`src/include/jltx_pkg.sv`:
```
// shared constants and types for the serial link transmitter
package jltx_pkg;
    // ****************************************************************
    // register map (byte addresses)
    // ****************************************************************
    localparam logic [3:0] ADDR_CTRL = 4'h0;
    localparam logic [3:0] ADDR_MODE = 4'h4;
    localparam logic [3:0] ADDR_PREEMPH = 4'h8;
    localparam logic [3:0] ADDR_STATUS = 4'hC;

    // control register bit positions
    localparam int CTRL_ENABLE_BIT = 0;
    localparam int CTRL_SCRAMBLE_BIT = 1;
    localparam int CTRL_SUBCLASS1_BIT = 2;
    // mode register field positions
    localparam int MODE_SEL_LSB = 0;
    localparam int MODE_K_LSB = 8;

    // ****************************************************************
    // values after reset
    // ****************************************************************
    localparam logic [2:0] CTRL_RESET = 3'h0;
    localparam logic [3:0] MODE_SEL_RESET = 4'h0;
    localparam logic [4:0] K_MINUS1_RESET = 5'h0F;
    localparam logic [3:0] PREEMPH_RESET = 4'h0;

    // ****************************************************************
    // control characters and counts
    // ****************************************************************
    localparam logic [7:0] K28_0 = 8'h1C;
    localparam logic [7:0] K28_3 = 8'h7C;
    localparam logic [7:0] K28_4 = 8'h9C;
    localparam logic [7:0] K28_5 = 8'hBC;
    localparam logic [7:0] K28_7 = 8'hFC;
    localparam logic [7:0] SCR_MARK_OCTET = 8'hFC;
    localparam logic [1:0] ILAS_LAST_MF = 2'h3;
    localparam logic [3:0] SYNC_REASSERT_CYCLES = 4'h8;

    // transport mode codes
    localparam logic [3:0] MODE_RAW_F1 = 4'h0;
    localparam logic [3:0] MODE_RAW_F2 = 4'h1;
    localparam logic [3:0] MODE_DDC_F2 = 4'h2;
    localparam logic [3:0] MODE_DDC_F4 = 4'h3;

    typedef enum logic [2:0] {ST_OFF, ST_CGS, ST_WAIT, ST_ILAS, ST_DATA} jltx_state_type;

    typedef struct packed {
        logic isK;
        logic [7:0] value;
    } jltx_octet_type;

    typedef struct packed {
        logic [15:0] i;
        logic [15:0] q;
    } jltx_iq_type;
endpackage

```
`src/jltx_top.sv`:
```
// serial link transmitter: transport packing, link bring-up, scrambling, 8b/10b
//
// Behaviour
// - pack raw or down-converted samples into octets, frames and multiframes on one lane.
// - mode select plus frames-per-multiframe K choose the sample-to-lane mapping.
// - scramble octets when scramble_enable is set.
// - the alignment sequence is never scrambled.
// - while sync request is active, send continuous K28.5; in alignment and data the request must first last eight cycles.
// - after sync release, start alignment sequence at our next multiframe edge.
// - alignment sequence lasts exactly four multiframes.
// - second alignment multiframe carries the link configuration.
// - every octet is 8b/10b encoded with running disparity.
// - unscrambled: repeated frame-final octet becomes K28.7, K28.3 at multiframe end.
// - scrambled: frame-final 0xFC becomes K28.7, multiframe-final 0xFC K28.3.
// - serializer pre-emphasis level is programmable, larger means stronger.
// - link_enable low holds link in reset and powers serializer down.
// - writing link_enable one starts the link with current parameters.
// - system reference capture resets the multiframe counters.
// - subclass 0 runs multiframe counters freely; sync still starts bring-up.
//
// The strobed register port and the register offsets were decided locally.
module jltx_top
(
    input wire logic clock,
    input wire logic reset,
    input wire logic clockEnable,
    input wire logic [3:0] regAddr,
    input wire logic [31:0] regWriteData,
    input wire logic regWrite,
    input wire logic regRead,
    output logic [31:0] regReadData,
    input wire logic [15:0] adcSample,
    input wire jltx_pkg::jltx_iq_type ddcSample,
    output logic sampleTaken,
    input wire logic syncPinN,
    input wire logic sysrefPin,
    output logic [9:0] lineChar,
    output logic lineValid,
    output logic serPowerDown,
    output logic [3:0] serPreEmphasis
);
    // ****************************************************************
    // lookup and coding functions
    // ****************************************************************
    // 5b/6b codes for negative disparity, bit a in the msb
    function automatic logic [5:0] tab6(input logic [4:0] x);
        unique case (x)
            5'h00: tab6 = 6'h27;
            5'h01: tab6 = 6'h1D;
            5'h02: tab6 = 6'h2D;
            5'h03: tab6 = 6'h31;
            5'h04: tab6 = 6'h35;
            5'h05: tab6 = 6'h29;
            5'h06: tab6 = 6'h19;
            5'h07: tab6 = 6'h38;
            5'h08: tab6 = 6'h39;
            5'h09: tab6 = 6'h25;
            5'h0A: tab6 = 6'h15;
            5'h0B: tab6 = 6'h34;
            5'h0C: tab6 = 6'h0D;
            5'h0D: tab6 = 6'h2C;
            5'h0E: tab6 = 6'h1C;
            5'h0F: tab6 = 6'h17;
            5'h10: tab6 = 6'h1B;
            5'h11: tab6 = 6'h23;
            5'h12: tab6 = 6'h13;
            5'h13: tab6 = 6'h32;
            5'h14: tab6 = 6'h0B;
            5'h15: tab6 = 6'h2A;
            5'h16: tab6 = 6'h1A;
            5'h17: tab6 = 6'h3A;
            5'h18: tab6 = 6'h33;
            5'h19: tab6 = 6'h26;
            5'h1A: tab6 = 6'h16;
            5'h1B: tab6 = 6'h36;
            5'h1C: tab6 = 6'h0E;
            5'h1D: tab6 = 6'h2E;
            5'h1E: tab6 = 6'h1E;
            5'h1F: tab6 = 6'h2B;
        endcase
    endfunction

    // 3b/4b codes for negative disparity, bit f in the msb
    function automatic logic [3:0] tab4(input logic [2:0] y);
        unique case (y)
            3'h0: tab4 = 4'hB;
            3'h1: tab4 = 4'h9;
            3'h2: tab4 = 4'h5;
            3'h3: tab4 = 4'hC;
            3'h4: tab4 = 4'hD;
            3'h5: tab4 = 4'hA;
            3'h6: tab4 = 4'h6;
            3'h7: tab4 = 4'hE;
        endcase
    endfunction

    // returns {new disparity, code}; control codes built at rd- then mirrored
    function automatic logic [10:0] encode(input jltx_pkg::jltx_octet_type o, input logic rdIn);
        logic [5:0] c6;
        logic [3:0] c4;
        logic rd;
        logic [9:0] code;
        rd = o.isK ? 1'b0 : rdIn;
        c6 = o.isK ? 6'h0F : tab6(o.value[4:0]);
        if (rd && (($countones(c6) != 3) || (c6 == 6'h38)))
            c6 = ~c6;
        rd = rd ^ ($countones(c6) != 3);
        c4 = tab4(o.value[7:5]);
        if ((o.value[7:5] == 3'h7) && (o.isK || (!rd && (c6[1:0] == 2'b11)) ||
            (rd && (c6[1:0] == 2'b00))))
            c4 = 4'h7;
        if (rd && (($countones(c4) != 2) || (o.value[7:5] == 3'h3)))
            c4 = ~c4;
        code = {c6, c4};
        if (o.isK && rdIn)
            code = ~code;
        encode = {rdIn ^ ($countones(code) != 5), code};
    endfunction

    // self-synchronous scrambler, msb first; returns {state, octet}
    function automatic logic [22:0] scramble(input logic [7:0] d, input logic [14:0] s);
        logic [14:0] st;
        logic [7:0] q;
        st = s;
        q = 8'h00;
        for (int i = 7; i >= 0; i--)
        begin
            q[i] = d[i] ^ st[13] ^ st[14];
            st = {st[13:0], q[i]};
        end
        scramble = {st, q};
    endfunction

    // octets per frame minus one, per transport mode
    function automatic logic [1:0] frameLast(input logic [3:0] mode);
        unique case (mode)
            jltx_pkg::MODE_RAW_F1: frameLast = 2'h0;
            jltx_pkg::MODE_DDC_F4: frameLast = 2'h3;
            default: frameLast = 2'h1;
        endcase
    endfunction

    // ****************************************************************
    // registers
    // ****************************************************************
    logic [2:0] ctrl_q;
    logic [3:0] modeSel_q;
    logic [4:0] kMinus1_q;
    logic [3:0] preEmph_q;
    logic [31:0] regReadData_q;
    jltx_pkg::jltx_state_type state_q;
    logic [1:0] ilasMf_q;
    logic syncLevel_q;

    logic linkOn;
    logic scrOn;
    assign linkOn = ctrl_q[jltx_pkg::CTRL_ENABLE_BIT];
    assign scrOn = ctrl_q[jltx_pkg::CTRL_SCRAMBLE_BIT];

    // software writes; parameters are only meant to change while disabled
    always_ff @(posedge clock or posedge reset)
    begin
        if (reset)
        begin
            ctrl_q <= jltx_pkg::CTRL_RESET;
            modeSel_q <= jltx_pkg::MODE_SEL_RESET;
            kMinus1_q <= jltx_pkg::K_MINUS1_RESET;
            preEmph_q <= jltx_pkg::PREEMPH_RESET;
        end
        else if (clockEnable && regWrite)
        begin
            unique case (regAddr)
                jltx_pkg::ADDR_CTRL: ctrl_q <= regWriteData[2:0];
                jltx_pkg::ADDR_MODE:
                begin
                    modeSel_q <= regWriteData[jltx_pkg::MODE_SEL_LSB +: 4];
                    kMinus1_q <= regWriteData[jltx_pkg::MODE_K_LSB +: 5];
                end
                jltx_pkg::ADDR_PREEMPH: preEmph_q <= regWriteData[3:0];
                default: ;
            endcase
        end
    end

    // read data stands only in the cycle after the strobe
    always_ff @(posedge clock or posedge reset)
    begin
        if (reset)
            regReadData_q <= 32'h0000_0000;
        else if (clockEnable)
        begin
            regReadData_q <= 32'h0000_0000;
            if (regRead)
            begin
                unique case (regAddr)
                    jltx_pkg::ADDR_CTRL: regReadData_q <= {29'h0000_0000, ctrl_q};
                    jltx_pkg::ADDR_MODE: regReadData_q <= {19'h0_0000, kMinus1_q, 4'h0, modeSel_q};
                    jltx_pkg::ADDR_PREEMPH: regReadData_q <= {28'h000_0000, preEmph_q};
                    jltx_pkg::ADDR_STATUS:
                        regReadData_q <= {26'h000_0000, ilasMf_q, syncLevel_q, 3'(state_q)};
                    default: ;
                endcase
            end
        end
    end

    assign regReadData = regReadData_q;
    assign serPreEmphasis = preEmph_q;
    assign serPowerDown = ~linkOn;

    // ****************************************************************
    // pin synchronisers
    // ****************************************************************
    logic [2:0] syncPipe_q;
    logic [2:0] sysrefPipe_q;
    logic sysrefLevel_q;

    // three stages; a change counts once stages two and three agree
    always_ff @(posedge clock or posedge reset)
    begin
        if (reset)
        begin
            syncPipe_q <= 3'h0;
            sysrefPipe_q <= 3'h0;
            syncLevel_q <= 1'b0;
            sysrefLevel_q <= 1'b0;
        end
        else if (clockEnable)
        begin
            syncPipe_q <= {syncPipe_q[1:0], syncPinN};
            sysrefPipe_q <= {sysrefPipe_q[1:0], sysrefPin};
            if (syncPipe_q[1] == syncPipe_q[2])
                syncLevel_q <= syncPipe_q[2];
            if (sysrefPipe_q[1] == sysrefPipe_q[2])
                sysrefLevel_q <= sysrefPipe_q[2];
        end
    end

    logic sysrefEdge;
    assign sysrefEdge = sysrefPipe_q[1] && sysrefPipe_q[2] && !sysrefLevel_q;

    // ****************************************************************
    // frame and multiframe counters
    // ****************************************************************
    logic [1:0] octetIdx_q;
    logic [4:0] frameIdx_q;
    logic [6:0] mfOctet_q;
    logic frameEnd;
    logic mfEnd;
    assign frameEnd = (octetIdx_q == frameLast(modeSel_q));
    assign mfEnd = frameEnd && (frameIdx_q == kMinus1_q);

    // held at zero while disabled; reference capture realigns in subclass 1
    always_ff @(posedge clock or posedge reset)
    begin
        if (reset)
        begin
            octetIdx_q <= 2'h0;
            frameIdx_q <= 5'h00;
            mfOctet_q <= 7'h00;
        end
        else if (clockEnable)
        begin
            if (!linkOn || (ctrl_q[jltx_pkg::CTRL_SUBCLASS1_BIT] && sysrefEdge))
            begin
                octetIdx_q <= 2'h0;
                frameIdx_q <= 5'h00;
                mfOctet_q <= 7'h00;
            end
            else
            begin
                octetIdx_q <= frameEnd ? 2'h0 : octetIdx_q + 2'h1;
                mfOctet_q <= mfEnd ? 7'h00 : mfOctet_q + 7'h01;
                if (frameEnd)
                    frameIdx_q <= mfEnd ? 5'h00 : frameIdx_q + 5'h01;
            end
        end
    end

    // ****************************************************************
    // transport packing
    // ****************************************************************
    logic [31:0] frameWord_q;
    logic [31:0] nextWord;
    logic [1:0] byteSel;

    // sample source and placement per mode
    always_comb
    begin
        unique case (modeSel_q)
            jltx_pkg::MODE_DDC_F2: nextWord = {ddcSample.i, 16'h0000};
            jltx_pkg::MODE_DDC_F4: nextWord = ddcSample;
            default: nextWord = {adcSample, 16'h0000};
        endcase
    end

    // new sample word latched at each frame end, sent during the next frame
    assign sampleTaken = linkOn && frameEnd;
    always_ff @(posedge clock or posedge reset)
    begin
        if (reset)
            frameWord_q <= 32'h0000_0000;
        else if (clockEnable)
        begin
            if (!linkOn)
                frameWord_q <= 32'h0000_0000;
            else if (frameEnd)
                frameWord_q <= nextWord;
        end
    end

    assign byteSel = 2'h3 - octetIdx_q;

    // ****************************************************************
    // link state machine
    // ****************************************************************
    logic [3:0] syncLowCnt_q;
    logic resync;
    assign resync = !syncLevel_q && (syncLowCnt_q == jltx_pkg::SYNC_REASSERT_CYCLES - 4'h1);

    // counts cycles of active request while aligning or sending data
    always_ff @(posedge clock or posedge reset)
    begin
        if (reset)
            syncLowCnt_q <= 4'h0;
        else if (clockEnable)
        begin
            if (syncLevel_q || (state_q != jltx_pkg::ST_ILAS && state_q != jltx_pkg::ST_DATA))
                syncLowCnt_q <= 4'h0;
            else if (!resync)
                syncLowCnt_q <= syncLowCnt_q + 4'h1;
        end
    end

    // bring-up sequence; a short glitch on the request is ignored during alignment and data
    always_ff @(posedge clock or posedge reset)
    begin
        if (reset)
        begin
            state_q <= jltx_pkg::ST_OFF;
            ilasMf_q <= 2'h0;
        end
        else if (clockEnable)
        begin
            if (!linkOn)
                state_q <= jltx_pkg::ST_OFF;
            else
            begin
                unique case (state_q)
                    jltx_pkg::ST_OFF: state_q <= jltx_pkg::ST_CGS;
                    jltx_pkg::ST_CGS:
                        if (syncLevel_q)
                            state_q <= jltx_pkg::ST_WAIT;
                    jltx_pkg::ST_WAIT:
                        if (!syncLevel_q)
                            state_q <= jltx_pkg::ST_CGS;
                        else if (mfEnd)
                            state_q <= jltx_pkg::ST_ILAS;
                    jltx_pkg::ST_ILAS:
                        if (resync)
                            state_q <= jltx_pkg::ST_CGS;
                        else if (mfEnd && ilasMf_q == jltx_pkg::ILAS_LAST_MF)
                            state_q <= jltx_pkg::ST_DATA;
                    jltx_pkg::ST_DATA:
                        if (resync)
                            state_q <= jltx_pkg::ST_CGS;
                endcase
            end
            if (state_q != jltx_pkg::ST_ILAS)
                ilasMf_q <= 2'h0;
            else if (mfEnd)
                ilasMf_q <= ilasMf_q + 2'h1;
        end
    end

    // ****************************************************************
    // octet selection, scrambling and alignment characters
    // ****************************************************************
    logic [14:0] scrState_q;
    logic [7:0] prevLast_q;
    logic rd_q;
    logic [7:0] rawOctet;
    logic [22:0] scrResult;
    jltx_pkg::jltx_octet_type ilasOctet;
    jltx_pkg::jltx_octet_type dataOctet;
    jltx_pkg::jltx_octet_type txOctet;
    logic [10:0] encoded;

    assign rawOctet = frameWord_q[{byteSel, 3'b000} +: 8];
    assign scrResult = scramble(rawOctet, scrState_q);

    // alignment multiframes: start, config marker, parameters, then a ramp
    always_comb
    begin
        ilasOctet = '{isK: 1'b0, value: {1'b0, mfOctet_q}};
        if (mfEnd)
            ilasOctet = '{isK: 1'b1, value: jltx_pkg::K28_3};
        else if (mfOctet_q == 7'h00)
            ilasOctet = '{isK: 1'b1, value: jltx_pkg::K28_0};
        else if (ilasMf_q == 2'h1)
        begin
            unique case (mfOctet_q)
                7'h01: ilasOctet = '{isK: 1'b1, value: jltx_pkg::K28_4};
                7'h02: ilasOctet = '{isK: 1'b0, value: {4'h0, modeSel_q}};
                7'h03: ilasOctet = '{isK: 1'b0, value: {3'h0, kMinus1_q}};
                7'h04: ilasOctet = '{isK: 1'b0, value: {3'h0, ctrl_q, frameLast(modeSel_q)}};
                default: ;
            endcase
        end
    end

    // data path: optional scrambling, then frame and multiframe marking
    always_comb
    begin
        dataOctet = '{isK: 1'b0, value: scrOn ? scrResult[7:0] : rawOctet};
        if (frameEnd && (scrOn ? scrResult[7:0] == jltx_pkg::SCR_MARK_OCTET
                               : rawOctet == prevLast_q))
            dataOctet = '{isK: 1'b1, value: mfEnd ? jltx_pkg::K28_3 : jltx_pkg::K28_7};
    end

    // what goes on the lane in each state
    always_comb
    begin
        unique case (state_q)
            jltx_pkg::ST_ILAS: txOctet = ilasOctet;
            jltx_pkg::ST_DATA: txOctet = dataOctet;
            default: txOctet = '{isK: 1'b1, value: jltx_pkg::K28_5};
        endcase
    end

    assign encoded = encode(txOctet, rd_q);

    // scrambler only advances on data, so the alignment octets stay clear
    always_ff @(posedge clock or posedge reset)
    begin
        if (reset)
        begin
            scrState_q <= 15'h0000;
            prevLast_q <= 8'h00;
        end
        else if (clockEnable)
        begin
            if (state_q != jltx_pkg::ST_DATA)
            begin
                scrState_q <= 15'h0000;
                prevLast_q <= 8'h00;
            end
            else
            begin
                if (scrOn)
                    scrState_q <= scrResult[22:8];
                if (frameEnd)
                    prevLast_q <= rawOctet;
            end
        end
    end

    // ****************************************************************
    // encoded output stage
    // ****************************************************************
    logic [9:0] lineChar_q;
    logic lineValid_q;

    // running disparity restarts negative whenever the link is off
    always_ff @(posedge clock or posedge reset)
    begin
        if (reset)
        begin
            lineChar_q <= 10'h000;
            lineValid_q <= 1'b0;
            rd_q <= 1'b0;
        end
        else if (clockEnable)
        begin
            if (state_q == jltx_pkg::ST_OFF)
            begin
                lineChar_q <= 10'h000;
                lineValid_q <= 1'b0;
                rd_q <= 1'b0;
            end
            else
            begin
                lineChar_q <= encoded[9:0];
                lineValid_q <= 1'b1;
                rd_q <= encoded[10];
            end
        end
    end

    assign lineChar = lineChar_q;
    assign lineValid = lineValid_q;
endmodule // jltx_top

```
`config.mk`:
```
export PLATFORM = sky130hd
export DESIGN_NAME = jltx_top
export DESIGN_NICKNAME = d
export VERILOG_FILES = /design/src/include/jltx_pkg.sv /design/src/jltx_top.sv
export SDC_FILE = /design/constraint.sdc
export NUM_CORES = 1
export LEC_CHECK = 0
export ABC_AREA = 1
export BUFFER_PORTS_ARGS = -buffer_cell sky130_fd_sc_hd__clkbuf_2
export CAP_MARGIN = 10
export CORE_ASPECT_RATIO = 1.4
export CORE_MARGIN = 2
export CORE_UTILIZATION = 61
export DETAILED_ROUTE_END_ITERATION = 10
export PLACE_DENSITY = 0.95
export SLEW_MARGIN = 40
export SYNTH_ARGS = -nofsm -noshare
export SYNTH_HDL_FRONTEND = slang
export SYNTH_SLANG_ARGS = --single-unit
export TNS_END_PERCENT = 1
```
`constraint.sdc`:
```
create_clock -name clock -period 19.5 [get_ports clock]
set_input_delay 1.95 -clock clock [delete_from_list [all_inputs] [get_ports clock]]
set_output_delay 1.95 -clock clock [all_outputs]
set_load 0.02 [all_outputs]
```
==> metrics.txt <==
status=finished clean; Hold Path Cell Cnt=2; #FFs+latches synth=125; Final Max Tran Viols=0; Core Box Area=13300 sq um; total grt overflow=0; Syn Inst Count=1073; asr flop ratio synth=100%; CTS tree=built; Hold WS=0.483 ns; clk_lat worst skew=0.43 ns; total track usage=30.8%; post-synth cell types=52; Crit path required time=19.79 ns; fin crit period=11.63 ns; Slowest-stage cell, CP=dfrtp_2; port bufs=95; H-tree depth=4; Min-Delay Path Class=reg -> reg; CP Max Fanout=20; CP arrival=11.92 ns; Vias/cell=5.78; detailed-route wire length=21400 um; NetSw=0.000380 W; DRC errors left=0; Hold Crit Endpoint=lineValid; crit end category=flip-flop; Area Growth Syn to Fin=13.5%; Post-DP Area=8780 sq um; Worst Setup Start Kind=flip-flop; Peak Freq=86.0 MHz; GPL Wtd Cong=0.978; Antenna Nets Post-Route=0; TritonCTS buffer count=17; combinational power share=33.8%; Post-synth EDFFs=0; Ys Warns=0; share of cells above drive strength 1=18.6%; DP HPWL=14100 um; die height=142 um; biggest area consumer among synthesized cells=dfrtp_1; final clock skew=0.0140 ns; hold path start=lineValid; deepest clock path buffer count=2; post-synthesis cell area=8270 sq um; sequential-to-total area share from yosys stat=37.9%; final clock period utilization by the worst path=59.6%; flop-to-flop setup slack=7.87 ns; power per cell area=106 nW/um^2; internal power=0.000614 W; Initial Utilization=62.1%; worst r2r src=octetIdx_q[0]; RSZ-0062 raised after global routing=no; largest net degree at the start of global routing=70; Post-Layout Inst Area=9390 sq um; # rows=50; detailed-route wire length per cell=15.8 um; setup repair bufs after CTS=0; # diodes=0; CTS Hold Bufs=0; CP Class=reg -> reg; clock slew at reported path FFs=0.06 ns; Area contributors post-synth=dfrtp_1 37%, nand2_1 12%, inv_1 5.0%, o21ai_0 4.8%, ha_1 4.2%; cts repair resizes=0; setup_tns=0 ns; fillers=946; initial antenna violation count=0; # setup viols final=0; Net Sw Frac=38.2%; sequential power share=33.7%; via count=7840; Critical R2R Capture=rd_q; initial DRC count=719; Final Hold Vio Count=0; leakage=4.70 nW; commonest non-fill, non-tap cell in the layout=nand2_1; clk sinks=125; worst-margin pin slew=0.739 ns; die area=14500 sq um; FF-to-FF path depth=51; Die W=102 um; Pre-antenna DRT Iters=8; ys flop type=dfrtp_1; Max IR drop VDD=0.0865 mV; vias in the first global route=7749; # IOs=140; Clk pwr share=32.5%; Post-Synthesis Mean Instance Area=7.71 sq um; Max Cap Violations=0; first-pass GRT wire length=35300 um; area share of the largest cell type after synthesis=36.6%; final net count=1291; clock root cell=clkbuf_16; CP max stage delay=0.69 ns; slew margin rel.=50.7%; commonest cells after routing, fill and taps aside=255 x nand2_1, 120 x dfrtp_1, 109 x inv_1
[worst max path at each step]
stage / start / end / slack [ns] / cells after the start
5_1_grt: octetIdx_q[0] / rd_q / 7.23 / 51
6_report: octetIdx_q[0] / rd_q / 7.87 / 51
4_1_cts: octetIdx_q[0] / rd_q / 7.63 / 51
3_3_place_gp: octetIdx_q[0] / rd_q / 8.08 / 51
2_1_floorplan: mfOctet_q[0] / rd_q / 9.46 / 51
3_5_place_dp: octetIdx_q[0] / rd_q / 7.70 / 51
[critical path, delay by kind of cell (launching register included)]
family / cells / cell delay, ns
xor gates and xnor gates: 5 / 1.08
buffers and inverters: 10 / 0.88
AOI/OAI and AO/OA: 4 / 0.90
adders and majority gates: 14 / 5.40
and+or+nand+nor: 18 / 2.51
DFF: 1 / 0.69
[state kept, by name, indices dropped and copies added (netlist names), 2 cells and up]
signal and flops:
ctrl_q 3, frameIdx_q 5, frameWord_q 32, ilasMf_q 2, kMinus1_q 5, lineChar 10
mfOctet_q 7, modeSel_q 4, octetIdx_q 2, prevLast_q 8, regReadData 11, scrState_q 15
serPreEmphasis 4, state_q 3, syncLowCnt_q 4, syncPipe_q 3, sysrefPipe_q 3
[layer usage]
layer  wire [um]  track usage (%)  up-vias
li1            -                -     3635
met1        7560             34.4     3645
met2       11100             53.8      460
met3        1670             5.52      100
met4        1050             18.5        0
met5           0                0        -
[metrics by stage]
stage	util (%)	total power, W	setup WS, ns	std cells
after global routing	70.4	0.00105	7.23	1357
final	70.4	0.000994	7.87	1357
after global placement	65.8	0.000639	8.08	1325
after detailed placement	65.9	0.000657	7.70	1325
after CTS	70.4	0.000987	7.63	1357
after floorplan	-	0.000582	9.46	1093
[cell families after synthesis]
family	after synthesis	share of synthesized area, %
adders and majority gates	38	6.66
other	1	0.0453
buffers and inverters	174	9.49
and+or+nand+nor	502	28.4
xor gates and xnor gates	27	2.95
AOI/OAI and AO/OA	206	14.6
DFF	125	37.9
[layout make-up]
class	instances	area (sq um)	area share, %
Multi-Input combinational cell	794	4440	47.3
Sequential cell	125	3130	33.4
Timing Repair Buffer	98	502	5.35
Inverter	126	478	5.09
Clock buffer	21	470	5.01
Tap cell	182	228	2.43
Clock inverter	11	133	1.41
[cells in the mapped netlist, types with 7 or more instances]
master    count
clkbuf_1     21
nand2_2      20
nand3_2      14
ha_1         28
inv_1       110
xnor2_1       8
nand3_1      67
nand2_1     255
nor2_1       93
nand2_4      11
nor3_1        8
buf_4        22
o21ai_0      79
o21bai_1     16
nand4_1       8
dfrtp_1     121
inv_2        13
a21oi_1      62
fa_1         10
nor2_2        9
o22ai_1      12
xor2_1       18
o31ai_1       7
[power by group through the flow]
| stage | Sequential, W | Clock, W | Combinational (W) |
|---|---|---|---|
| finish | 0.000335 | 0.000323 | 0.000336 |
| CTS | 0.000333 | 0.000322 | 0.000332 |
| global placement | 0.000333 | 0 | 0.000305 |
| floorplan | 0.000333 | 0 | 0.000249 |
| global route | 0.000338 | 0.000334 | 0.000381 |
| detailed placement | 0.000335 | 0 | 0.000321 |
(Power assumes the default switching activity.)
